==> config.mk <==
export PLATFORM = sky130hd
export DESIGN_NAME = efab_top
export DESIGN_NICKNAME = d
export VERILOG_FILES = /design/src/hw/efab_pkg.sv /design/src/hw/efab_top.sv
export SDC_FILE = /design/constraint.sdc
export NUM_CORES = 1
export LEC_CHECK = 0
export BUFFER_PORTS_ARGS = -buffer_cell sky130_fd_sc_hd__buf_2
export CAP_MARGIN = 40
export CORE_ASPECT_RATIO = 1.4
export CORE_MARGIN = 10
export CORE_UTILIZATION = 35
export DETAILED_ROUTE_END_ITERATION = 10
export GPL_TIMING_DRIVEN = 0
export PLACE_DENSITY = 0.6
export SYNTH_ARGS = -nofsm -noshare
export SYNTH_HDL_FRONTEND = slang
export SYNTH_SLANG_ARGS = --single-unit
==> constraint.sdc <==
create_clock -name clk -period 4.3 [get_ports clk]
set_clock_uncertainty 0.05 [all_clocks]
set_input_delay 0.86 -clock clk [delete_from_list [all_inputs] [get_ports clk]]
set_output_delay 0.86 -clock clk [all_outputs]
set_load 0.02 [all_outputs]
==> src/hw/efab_pkg.sv <==
/*
 * Constants, register map and state encodings of the E1/T1 fiber modem
 * alarm, AIS, loopback and bit error tester block.
 * Assumes a single 40 MHz system clock and a classic Wishbone register bus.
 */
// Functional notes
// Electrical input below line level forces all-ones toward the fiber.
// Optical error rate above 1e-5 forces all-ones toward the fiber.
// Incoming all-ones on either side passes through and raises alarms.
// Active test sends a repeating 511-bit pseudo-random pattern to the far end.
// Checker compares each received bit with the pattern and counts mismatches.
// Error LED steady on alarm, blinking when checked data shows errors.
// Bit rate 2.048 Mbps in E1 mode and 1.544 Mbps in T1 mode.
// Line code uses HDB3 substitution in E1 and B8ZS in T1.
// Electrical-low LED on while the input level stays below line level.
// Electrical AIS LED on while all-ones arrive on the electrical input.
// Optical AIS LED on while all-ones arrive from the fiber.
// Optical error LED on at an error rate of 1e-6 or worse.
// Test LED on while any test runs, local or remote started.
// Local loopback, startable from panel, panel unit or far end.
// Remote digital loopback at the far modem, startable from any source.
// Combined mode: far end loops while the local tester runs over it.
// Indicator check drives every LED on, from panel or panel unit.
// Pattern from x^9+x^5+1 register; checker self-synchronises.
package efab_pkg;

   // =====================================================================
   // Timing
   localparam longint CLK_HZ = 40_000_000;
   localparam longint E1_BPS = 2_048_000;
   localparam longint T1_BPS = 1_544_000;
   localparam int NCO_W = 16;
   localparam logic [NCO_W-1:0] INC_E1 = NCO_W'((E1_BPS << NCO_W) / CLK_HZ);
   localparam logic [NCO_W-1:0] INC_T1 = NCO_W'((T1_BPS << NCO_W) / CLK_HZ);
   localparam int BLINK_MS = 250;
   localparam int BLINK_CYCLES_DEF = int'(CLK_HZ / 1000) * BLINK_MS;
   localparam int BLINK_PHASE_BIT = 21;
   localparam int BER_WINDOW_DEF = 1_000_000;
   localparam logic [4:0] BER5_LIMIT = 5'h0a;
   localparam logic [4:0] BER6_LIMIT = 5'h01;
   localparam logic [9:0] AIS_RUN = 10'h200;

   // =====================================================================
   // Registers
   localparam logic [7:0] ADDR_CTRL = 8'h00;
   localparam logic [7:0] ADDR_STATUS = 8'h04;
   localparam logic [7:0] ADDR_IRQ_STAT = 8'h08;
   localparam logic [7:0] ADDR_IRQ_MASK = 8'h0c;
   localparam logic [7:0] ADDR_BERT_CNT = 8'h10;
   localparam int CB_T1 = 0;
   localparam int CB_LLB = 1;
   localparam int CB_RLB = 2;
   localparam int CB_BERT = 3;
   localparam int CB_LEDCHK = 4;
   localparam int CTRL_W = 5;
   localparam int IRQ_W = 6;
   localparam int IB_BERT_ERR = 5;

   // =====================================================================
   // Pins, requests, line symbols, pattern
   localparam int PIN_W = 12;
   localparam int P_EPOS = 0;
   localparam int P_ENEG = 1;
   localparam int P_ELOW = 2;
   localparam int P_OBIT = 3;
   localparam int P_OCV = 4;
   localparam int P_PU = 5;
   localparam int P_REM = 9;
   localparam int RQ_LLB = 0;
   localparam int RQ_RLB = 1;
   localparam int RQ_BERT = 2;
   localparam int RQ_LEDCHK = 3;
   localparam logic [1:0] SYM_ZERO = 2'h0;
   localparam logic [1:0] SYM_MARK = 2'h1;
   localparam logic [1:0] SYM_VIOL = 2'h2;
   localparam int HDB3_EMIT = 3;
   localparam int B8ZS_EMIT = 7;
   localparam int PRBS_TAP_A = 8;
   localparam int PRBS_TAP_B = 4;
   localparam logic [8:0] PRBS_SEED = 9'h1ff;

endpackage

==> src/hw/efab_top.sv <==
/*
 * Alarm, AIS insertion, line coding, loopback and 511-bit tester of an
 * E1/T1 over fiber modem, with a Wishbone register slave.
 * Assumes line pins are asynchronous and sampled at the bit rate made
 * from the 40 MHz clock; the far-end command channel is plain pins.
 */
// Decided for this implementation: the address map and the Wishbone interface to the registers.
`timescale 1ns/1ps
`default_nettype none
module efab_top import efab_pkg::*; #(
   parameter int BER_WINDOW = BER_WINDOW_DEF,
   parameter int BLINK_CYCLES = BLINK_CYCLES_DEF
) (
   // Clock and reset
   input wire logic clk,
   input wire logic resetn,
   // Wishbone slave
   input wire logic wb_cyc_i,
   input wire logic wb_stb_i,
   input wire logic wb_we_i,
   input wire logic [7:0] wb_adr_i,
   input wire logic [3:0] wb_sel_i,
   input wire logic [31:0] wb_dat_i,
   output logic [31:0] wb_dat_o,
   output logic wb_ack_o,
   // Electrical tributary
   input wire logic elec_rx_pos,
   input wire logic elec_rx_neg,
   input wire logic elec_level_low,
   output logic elec_tx_pos,
   output logic elec_tx_neg,
   // Optical link
   input wire logic opt_rx_bit,
   input wire logic opt_rx_cv,
   output logic opt_tx_bit,
   // Panel unit and far end requests
   input wire logic [3:0] attached_panel_unit_req,
   input wire logic [2:0] remote_req,
   output logic [2:0] remote_cmd,
   // Indicators and alarms
   output logic led_elec_low,
   output logic led_elec_ais,
   output logic led_opt_err,
   output logic led_opt_ais,
   output logic led_test,
   output logic led_err,
   output logic alarm_out,
   output logic irq
);

   // =====================================================================
   // State
   typedef struct packed {
      logic [PIN_W-1:0] s1;
      logic [PIN_W-1:0] s2;
      logic [NCO_W-1:0] acc;
      logic tick;
      logic dec_pol;
      logic [7:0] dec_d;
      logic [2:0] dec_vh;
      logic dec_clr;
      logic [15:0] enc_sym;
      logic enc_pol;
      logic enc_par;
      logic [9:0] run_e;
      logic [9:0] run_o;
      logic [19:0] ber_bits;
      logic [4:0] ber_errs;
      logic opt_err;
      logic ber_high;
      logic [8:0] prbs;
      logic [8:0] chk;
      logic [15:0] bert_cnt;
      logic [23:0] blink;
      logic [CTRL_W-1:0] ctrl;
      logic [IRQ_W-1:0] irq_stat;
      logic [IRQ_W-1:0] irq_mask;
      logic [IRQ_W-2:0] lvl_prev;
      logic ack;
      logic [31:0] rdata;
      logic epos;
      logic eneg;
      logic otx;
      logic [2:0] rcmd;
      logic [5:0] leds;
      logic alarm;
      logic irq;
   } efab_state_type;

   efab_state_type st_r;
   efab_state_type st_nxt;

   // Either bus, panel unit or far end may start a test
   function automatic logic req_on(input logic bus, input logic pu,
                                   input logic rem);
      return bus | pu | rem;
   endfunction

   logic [PIN_W-1:0] pins;
   assign pins = {remote_req, attached_panel_unit_req, opt_rx_cv,
                  opt_rx_bit, elec_level_low, elec_rx_neg, elec_rx_pos};

   // =====================================================================
   // Next state
   always_comb begin
      logic [NCO_W:0] sum;
      logic [3:0] pu;
      logic [2:0] rem;
      logic t1, local_loopback, dlb, bert, ledchk, test;
      logic pulse, viol, rx_e, rx_o, src, ebit, chk_err;
      logic [1:0] osym;
      logic [IRQ_W-2:0] lvl;
      logic [IRQ_W-1:0] ev, clr;
      logic wr, alarm;
      int emit;
      sum = '0;
      pu = '0;
      rem = '0;
      t1 = 1'b0;
      local_loopback = 1'b0;
      dlb = 1'b0;
      bert = 1'b0;
      ledchk = 1'b0;
      test = 1'b0;
      pulse = 1'b0;
      viol = 1'b0;
      rx_e = 1'b0;
      rx_o = 1'b0;
      src = 1'b0;
      ebit = 1'b0;
      chk_err = 1'b0;
      osym = SYM_ZERO;
      lvl = '0;
      ev = '0;
      clr = '0;
      wr = 1'b0;
      alarm = 1'b0;
      emit = 0;
      st_nxt = st_r;
      st_nxt.s1 = pins;
      st_nxt.s2 = st_r.s1;
      pu = st_r.s2[P_PU +: 4];
      rem = st_r.s2[P_REM +: 3];
      t1 = st_r.ctrl[CB_T1];
      local_loopback = req_on(st_r.ctrl[CB_LLB], pu[RQ_LLB], rem[RQ_LLB]);
      dlb = rem[RQ_RLB];
      bert = req_on(st_r.ctrl[CB_BERT], pu[RQ_BERT], rem[RQ_BERT]);
      ledchk = st_r.ctrl[CB_LEDCHK] | pu[RQ_LEDCHK];
      test = local_loopback | dlb | bert | st_r.ctrl[CB_RLB] | pu[RQ_RLB];
      // Bit clock from a phase accumulator; no recovered clock domain
      sum = {1'b0, st_r.acc} + {1'b0, t1 ? INC_T1 : INC_E1};
      st_nxt.acc = sum[NCO_W-1:0];
      st_nxt.tick = sum[NCO_W];

      if (st_r.tick) begin
         // ==================================================================
         // Electrical receive decoder, eight bits of delay
         pulse = st_r.s2[P_EPOS] ^ st_r.s2[P_ENEG];
         viol = pulse && (st_r.s2[P_EPOS] == st_r.dec_pol);
         rx_e = st_r.dec_d[7];
         st_nxt.dec_d = {st_r.dec_d[6:0], pulse & ~st_r.dec_clr};
         st_nxt.dec_clr = 1'b0;
         if (pulse) begin
            st_nxt.dec_pol = st_r.s2[P_EPOS];
         end
         if (!t1 && viol) begin
            st_nxt.dec_d[3:0] = 4'h0;
         end else if (t1 && viol && st_r.dec_vh[2]) begin
            st_nxt.dec_d[6:0] = 7'h00;
            st_nxt.dec_clr = 1'b1;
         end
         st_nxt.dec_vh = {st_r.dec_vh[1:0], viol};
         // Local loop feeds our own fiber output back into the receive path
         rx_o = local_loopback ? st_r.otx : st_r.s2[P_OBIT];

         // ==================================================================
         // Toward the fiber
         src = dlb ? rx_o : (bert ? st_r.prbs[PRBS_TAP_A] : rx_e);
         if (st_r.s2[P_ELOW]) begin
            src = 1'b1;
         end
         if (st_r.ber_high) begin
            src = 1'b1;
         end
         st_nxt.otx = src;
         st_nxt.prbs = {st_r.prbs[7:0],
                        st_r.prbs[PRBS_TAP_A] ^ st_r.prbs[PRBS_TAP_B]};

         // ==================================================================
         // Toward the tributary, with zero substitution
         ebit = rx_o;
         emit = t1 ? B8ZS_EMIT : HDB3_EMIT;
         osym = st_r.enc_sym[2*emit +: 2];
         st_nxt.epos = 1'b0;
         st_nxt.eneg = 1'b0;
         if (osym == SYM_MARK) begin
            st_nxt.enc_pol = ~st_r.enc_pol;
            st_nxt.enc_par = ~st_r.enc_par;
            st_nxt.epos = ~st_r.enc_pol;
            st_nxt.eneg = st_r.enc_pol;
         end else if (osym == SYM_VIOL) begin
            st_nxt.enc_par = 1'b0;
            st_nxt.epos = st_r.enc_pol;
            st_nxt.eneg = ~st_r.enc_pol;
         end
         st_nxt.enc_sym = {st_r.enc_sym[13:0], ebit ? SYM_MARK : SYM_ZERO};
         if (t1 && st_nxt.enc_sym == 16'h0000) begin
            st_nxt.enc_sym = {SYM_ZERO, SYM_ZERO, SYM_ZERO, SYM_VIOL,
                              SYM_MARK, SYM_ZERO, SYM_VIOL, SYM_MARK};
         end else if (!t1 && st_nxt.enc_sym[7:0] == 8'h00) begin
            st_nxt.enc_sym[1:0] = SYM_VIOL;
            if (!st_nxt.enc_par) begin
               st_nxt.enc_sym[7:6] = SYM_MARK;
            end
         end

         // ==================================================================
         // All-ones runs on both inputs
         st_nxt.run_e = !rx_e ? 10'h000 :
                        (st_r.run_e == AIS_RUN ? AIS_RUN : st_r.run_e + 10'h001);
         st_nxt.run_o = !rx_o ? 10'h000 :
                        (st_r.run_o == AIS_RUN ? AIS_RUN : st_r.run_o + 10'h001);

         // ==================================================================
         // Optical error rate over a fixed window of bits
         if (st_r.s2[P_OCV] && st_r.ber_errs != 5'h1f) begin
            st_nxt.ber_errs = st_r.ber_errs + 5'h01;
         end
         if (st_r.ber_bits == 20'(BER_WINDOW - 1)) begin
            st_nxt.ber_bits = '0;
            st_nxt.ber_errs = '0;
            st_nxt.ber_high = st_r.ber_errs > BER5_LIMIT;
            st_nxt.opt_err = st_r.ber_errs >= BER6_LIMIT;
         end else begin
            st_nxt.ber_bits = st_r.ber_bits + 20'h00001;
         end

         // ==================================================================
         // Self-synchronising checker
         if (bert) begin
            chk_err = rx_o ^ (st_r.chk[PRBS_TAP_A] ^ st_r.chk[PRBS_TAP_B]);
            st_nxt.chk = {st_r.chk[7:0], rx_o};
            if (chk_err && st_r.bert_cnt != 16'hffff) begin
               st_nxt.bert_cnt = st_r.bert_cnt + 16'h0001;
            end
         end
      end
      if (!bert) begin
         st_nxt.bert_cnt = '0;
      end
      if (chk_err) begin
         st_nxt.blink = 24'(BLINK_CYCLES);
      end else if (st_r.blink != 24'h000000) begin
         st_nxt.blink = st_r.blink - 24'h000001;
      end

      // =====================================================================
      // Indicators and interrupt
      alarm = st_r.s2[P_ELOW] | (st_r.run_e == AIS_RUN) |
              (st_r.run_o == AIS_RUN) | st_r.opt_err | st_r.ber_high;
      st_nxt.alarm = alarm;
      st_nxt.leds = {alarm | (st_r.blink != 24'h000000 &&
                              st_r.blink[BLINK_PHASE_BIT]),
                     test,
                     st_r.run_o == AIS_RUN,
                     st_r.opt_err,
                     st_r.run_e == AIS_RUN,
                     st_r.s2[P_ELOW]};
      if (ledchk) begin
         st_nxt.leds = '1;
      end
      // Far end is asked to loop; combined mode adds the local tester
      st_nxt.rcmd = {1'b0, st_r.ctrl[CB_RLB] | pu[RQ_RLB], 1'b0};
      lvl = {st_r.ber_high, st_r.opt_err, st_r.run_o == AIS_RUN,
             st_r.run_e == AIS_RUN, st_r.s2[P_ELOW]};
      st_nxt.lvl_prev = lvl;
      ev = {chk_err, lvl & ~st_r.lvl_prev};

      // =====================================================================
      // Wishbone slave, one wait state
      st_nxt.ack = wb_cyc_i & wb_stb_i & ~st_r.ack;
      wr = st_nxt.ack & wb_we_i & wb_sel_i[0];
      if (wr && wb_adr_i == ADDR_CTRL) begin
         st_nxt.ctrl = wb_dat_i[CTRL_W-1:0];
      end
      if (wr && wb_adr_i == ADDR_IRQ_MASK) begin
         st_nxt.irq_mask = wb_dat_i[IRQ_W-1:0];
      end
      if (wr && wb_adr_i == ADDR_IRQ_STAT) begin
         clr = wb_dat_i[IRQ_W-1:0];
      end
      // A new event outranks a clear in the same cycle
      st_nxt.irq_stat = (st_r.irq_stat & ~clr) | ev;
      st_nxt.irq = |(st_r.irq_stat & st_r.irq_mask);
      unique case (wb_adr_i)
         ADDR_CTRL: st_nxt.rdata = 32'(st_r.ctrl);
         ADDR_STATUS: st_nxt.rdata = 32'({bert, test, lvl});
         ADDR_IRQ_STAT: st_nxt.rdata = 32'(st_r.irq_stat);
         ADDR_IRQ_MASK: st_nxt.rdata = 32'(st_r.irq_mask);
         ADDR_BERT_CNT: st_nxt.rdata = 32'(st_r.bert_cnt);
         default: st_nxt.rdata = 32'h00000000;
      endcase
   end

   always_ff @(posedge clk) begin
      if (!resetn) begin
         st_r <= '0;
         st_r.prbs <= PRBS_SEED;
      end else begin
         st_r <= st_nxt;
      end
   end

   // =====================================================================
   // Outputs
   assign wb_dat_o = st_r.rdata;
   assign wb_ack_o = st_r.ack;
   assign elec_tx_pos = st_r.epos;
   assign elec_tx_neg = st_r.eneg;
   assign opt_tx_bit = st_r.otx;
   assign remote_cmd = st_r.rcmd;
   assign {led_err, led_test, led_opt_ais, led_opt_err, led_elec_ais,
           led_elec_low} = st_r.leds;
   assign alarm_out = st_r.alarm;
   assign irq = st_r.irq;
endmodule
`default_nettype wire

==> results of run 1 <==
where the power goes:
part	leakage (uW)	internal (uW)	switching, uW
Sequential	0.00185	2250	128
Combinational	0.00217	464	677
Clock	0.000421	1340	852
Total	0.00444	4050	1660
cell usage after synthesis (4+ instances only):
library cell / number
o31ai_1: 14
mux2i_1: 44
xor2_1: 33
a22oi_1: 19
a21oi_1: 51
nand3_1: 30
ha_1: 19
a211oi_1: 8
nand2_1: 85
clkbuf_1: 37
a21o_1: 8
nand2b_1: 8
o21ai_0: 33
buf_2: 5
o21a_1: 6
dfxtp_1: 228
nor3_1: 35
buf_1: 6
and3_1: 13
or3_1: 15
or4_1: 11
nor4_1: 14
buf_4: 35
or2_2: 6
a31oi_1: 11
nor2b_1: 11
and2_1: 38
inv_1: 22
o311ai_0: 5
nand4_1: 30
and4_1: 5
xnor2_1: 27
nor3b_1: 4
nor2_1: 143
worst max-delay path: stages (launching register included):
cell and delay, ns:
dfxtp_1 0.52, clkbuf_1 0.43, inv_1 0.33, ha_1 0.44, and3_1 0.22, a211oi_1 0.49, o311ai_0 0.37, a21o_1 0.26
a21oi_1 0.11
through the flow:
stage / cells / util, %
after CTS: 1619 / 41.4
final: 1619 / 41.4
after global routing: 1619 / 41.4
after detailed placement: 1576 / 38.4
after floorplan: 1143 / -
after global placement: 1576 / 38.4
layer usage:
| layer | part of all wire [%] | GRT usage, % | vias up |
|---|---|---|---|
| li1 | - | - | 4126 |
| met1 | 42 | 15.1 | 3798 |
| met2 | 50 | 24.6 | 168 |
| met3 | 4.4 | 1.84 | 44 |
| met4 | 3.4 | 5.50 | 0 |
| met5 | 0 | 0 | - |
cell type report:
| cell class | count | area share [%] |
|---|---|---|
| multi-input combinational | 808 | 42.9 |
| sequential | 228 | 38.8 |
| clock buffer | 31 | 6.02 |
| tap | 375 | 3.99 |
| buffer | 84 | 3.91 |
| timing repair buffer | 58 | 2.47 |
| clock inverter | 12 | 1.19 |
| inverter | 23 | 0.734 |
worst paths after layout:
path / to / slack [ns] / depth (start not counted)
min: st_r[228]$_SDFF_PN0_ / 0.38 / 1
min reg2reg: st_r[228]$_SDFF_PN0_ / 0.38 / 1
max: st_r[219]$_SDFF_PN0_ / 1.01 / 8
max reg2reg: st_r[219]$_SDFF_PN0_ / 1.01 / 8
cells by family (layout without fill, tap and decap cells):
kind of cell | Yosys count | count (layout) | share of synthesized area [%]
AO/OA/AOI/OAI | 189 | 189 | 12.3
multiplexers | 47 | 47 | 4.81
flip-flops | 228 | 228 | 45.2
AND/OR/NAND/NOR | 474 | 474 | 24.4
XOR/XNOR | 60 | 60 | 5.21
other | 1 | 18 | 0.0372
adder cells (fa/ha/maj) | 20 | 20 | 2.55
buffers and inverters | 107 | 208 | 5.42
==> impl_metrics.tcl, run 1 <==
set metrics [dict create \
    ioPinCount 108 \
    fin_nets 1308 \
    rsz0062_at_grt "false" \
    async_flop_share_pct 0 \
    cp-start-kind "register" \
    final_common_cell "dfxtp_1" \
    criticalPathCategory "reg -> reg" \
    tightest_slew_ns 0.830 \
    status "finished, final reports clean" \
    p_leak_uw 0.00444 \
    clock_latency_ns 0.51 \
    end_kind "register" \
    final_cell_mix "dfxtp_1, nor2_1, nand2_1" \
    ys.flop_type "dfxtp_1" \
    cts_buffer_depth 3 \
    synth_area_um2 10100 \
    r2r-start "st_r[64]$_SDFFE_PN0P_" \
    core_area_um2 28400 \
    slew_violations 0 \
    synthTopCellsByArea "dfxtp_1, nor2_1, mux2i_1" \
    place_area_um2 10900 \
    setup-tns-final_ns 0 \
    die_y_um 221 \
    post-route-period-util_pct 76.6 \
    grt_pass1_wl_mm 40.8 \
    cts_resized 0 \
    setup_viol 0 \
    dpl_worst_slack_ns 1.07 \
    synth_top_cell_by_area "dfxtp_1" \
    ys_warn_count 0 \
    cp-startpoint "st_r[64]$_SDFFE_PN0P_" \
    largest_reg_flops 184 \
    min_path_type "reg -> reg" \
    vias 8136 \
    holdWs_ns 0.383 \
    routed_wl_mm 25.3 \
    ctsHoldBuffers 0 \
    worst_slack_ns 1.01 \
    numCtsBuffers 24 \
    hold_start "st_nxt[228]$_SDFF_PN0_" \
    layout.area.seq_um2 4560 \
    cts_tree "yes" \
    clock_sinks 228 \
    cts_setup_buffers 0 \
    critPathMaxFanout 10 \
    rows 73 \
    gr-total-overflow 0 \
    synth_top_area_share_pct 45.2 \
    first_pass_iters 5 \
    power_density_nw_per_um2 485 \
    layout-drive-gt1-share_pct 14.0 \
    io_buffers 58 \
    cp.arrival_ns 3.69 \
    fin_total_pwr_uw 5710 \
    die_w_um 163 \
    n_fill_cell 2835 \
    hpwl_mm 18.5 \
    vdd_drop_max_mv 0.234 \
    start_util_pct 35.5 \
    ys_ff_latch 228 \
    worstPathRequired_ns 4.70 \
    fin_area_um2 11800 \
    drcViolationCount 0 \
    seq_area_frac_synth_pct 45.2 \
    wl_per_cell_um 15.6 \
    antennaDiodeCount 0 \
    slew_headroom_pct 44.0 \
    grt_max_degree 15 \
    drtAntennaViolNets 0 \
    cts-root-buf "clkbuf_16" \
    gp_congestion 0.851 \
    timing.fmax_ghz 0.304 \
    synth_edf_count 0 \
    drt_iter0_drc 384 \
    h-tree-depth 1 \
    antenna_found_initial 0 \
    syn_to_final_growth_pct 16.6 \
    grt_pass1_vias 8006 \
    ys_types 73 \
    largest_register "st_r" \
    design.die.area_um2 36100 \
    fin_crit_ns 3.29 \
    grt_usage_pct 13.5 \
    synth_cells 1126 \
    finalHoldViolCount 0 \
    syn_area_per_cell_um2 8.96 \
    drv_cap 0 \
    multi_input_area_um2 5040 \
    clkTransAtPathRegs_ns 0.07 \
    vias_per_cell 5.03 \
]
Note: power is estimated with default switching activity, not from simulation.
==> run 2, diff against run 1 <==
- PLACE_DENSITY: 0.6 -> 0.62
- clock period: 4.3 -> 2.81 ns (I/O delays scaled with it)
==> impl_metrics.tcl, run 2 (synthesized netlist as in run 1, its figures left out) <==
set metrics [dict create \
    gr-total-overflow 0 \
    grt_max_degree 15 \
    slew_headroom_pct 50.0 \
    rows 73 \
    first_pass_iters 4 \
    drt_iter0_drc 381 \
    clock_latency_ns 0.52 \
    ioPinCount 108 \
    clkTransAtPathRegs_ns 0.06 \
    h-tree-depth 1 \
    final_cell_mix "dfxtp_1, nor2_1, nand2_1" \
    comb_power_share_pct 20.6 \
    critPathMaxFanout 10 \
    syn_to_final_growth_pct 16.1 \
    cts_tree "yes" \
    grt_pass1_wl_mm 41.0 \
    grt_usage_pct 13.6 \
    clock_sinks 228 \
    vdd_drop_max_mv 0.345 \
    ctsHoldBuffers 0 \
    layout-drive-gt1-share_pct 13.9 \
    drv_cap 0 \
    tightest_slew_ns 0.751 \
    p_leak_uw 0.00441 \
    largest_register "st_r" \
    antennaDiodeCount 0 \
    vias 8157 \
    die_y_um 221 \
    slew_violations 0 \
    vias_per_cell 5.04 \
    switching_share_pct 29.3 \
    gp_congestion 0.840 \
    cts-root-buf "clkbuf_16" \
    p_switching_uw 2500 \
    numCtsBuffers 23 \
    p_int_uw 6020 \
    drcViolationCount 0 \
    criticalPathCategory "reg -> reg" \
    power_density_nw_per_um2 727 \
    end_kind "register" \
    antenna_found_initial 0 \
    routed_wl_mm 25.2 \
    status "finished, final reports clean" \
    final_common_cell "dfxtp_1" \
    worst_slack_ns 0.166 \
    drtAntennaViolNets 0 \
    io_buffers 58 \
    wl_per_cell_um 15.6 \
    cp.arrival_ns 3.00 \
    rsz0062_at_grt "false" \
    fin_total_pwr_uw 8520 \
    start_util_pct 35.5 \
    cp-start-kind "register" \
    hpwl_mm 18.5 \
    setup_viol 0 \
    min_path_type "in -> reg" \
    dpl_worst_slack_ns -0.374 \
    worstPathRequired_ns 3.17 \
    design.die.area_um2 36100 \
    grt_pass1_vias 7895 \
    p_seq_share_pct 42.8 \
    fin_nets 1308 \
    timing.fmax_ghz 0.378 \
    n_fill_cell 2819 \
    core_area_um2 28400 \
    p_clk_share_pct 36.7 \
    finalHoldViolCount 0 \
    die_w_um 163 \
    fin_crit_ns 2.64 \
    cts_buffer_depth 3 \
    holdWs_ns 0.204 \
    largest_reg_flops 184 \
    post-route-period-util_pct 94.1 \
]
==> run 2: power groups by stage <==
stage | Clock (uW) | Sequential [uW] | Combinational (uW)
final | 3130 | 3640 | 1750
after global routing | 3340 | 3670 | 1970
after detailed placement | 0 | 3710 | 1730
after CTS | 3200 | 3640 | 1740
after floorplan | 0 | 3670 | 1410
after global placement | 0 | 3700 | 1720
==> run 2: per-stage QoR <==
step                      util (%)  TNS [ns]  cell area [um^2]  std cells
after floorplan                  -         0             10200       1143
after global placement        38.4     -1.29             10900       1576
after detailed placement      38.4     -1.53             10900       1576
after CTS                     41.1         0             11700       1617
after global routing          41.2         0             11700       1618
final                         41.2         0             11700       1618
==> run 2: final timing paths <==
check                    startpoint                      to  slack [ns]  cells after the start
max reg2reg    st_r[205]$_SDFF_PN0_  st_r[148]$_SDFFE_PN0P_        0.17                      6
min                     elec_rx_pos  st_nxt[222]$_SDFF_PN0_        0.20                      2
min reg2reg  st_nxt[222]$_SDFF_PN0_    st_r[222]$_SDFF_PN0_        0.39                      1
max            st_r[205]$_SDFF_PN0_  st_r[148]$_SDFFE_PN0P_        0.17                      6
==> run 2: critical path, stage by stage (launching register included) <==
cell and delay (ns):
dfxtp_1 0.60, clkinvlp_4 0.42, or4_1 0.59, buf_2 0.19
nand2_1 0.30, buf_2 0.29, nor2_1 0.08
==> run 2: final cells by class <==
type	count	area, um^2	share of cell area (%)
timing repair buffer	59	298	2.54
tap	375	469	4.01
multi-input combinational	808	5060	43.2
buffer	84	462	3.94
inverter	23	90.1	0.769
clock inverter	10	131	1.12
sequential	228	4570	39.0
clock buffer	31	636	5.43
==> run 2: timing repair <==
action	4_1_cts	5_1_grt
endpoints found under the hold margin	0	0
resized for setup	3	5
buffers inserted	0	1
pin swaps	0	1
gates cloned	0	0
setup endpoints to repair	6	24
==> run 2: metal layers <==
| layer | wire (um) | part of all wire (%) | vias to the layer above | global-route usage (%) |
|---|---|---|---|---|
| li1 | - | - | 4116 | - |
| met1 | 10400 | 41 | 3831 | 15.3 |
| met2 | 13000 | 52 | 176 | 25.1 |
| met3 | 1160 | 4.6 | 34 | 1.88 |
| met4 | 643 | 2.6 | 0 | 4.84 |
| met5 | 0 | 0 | - | 0 |
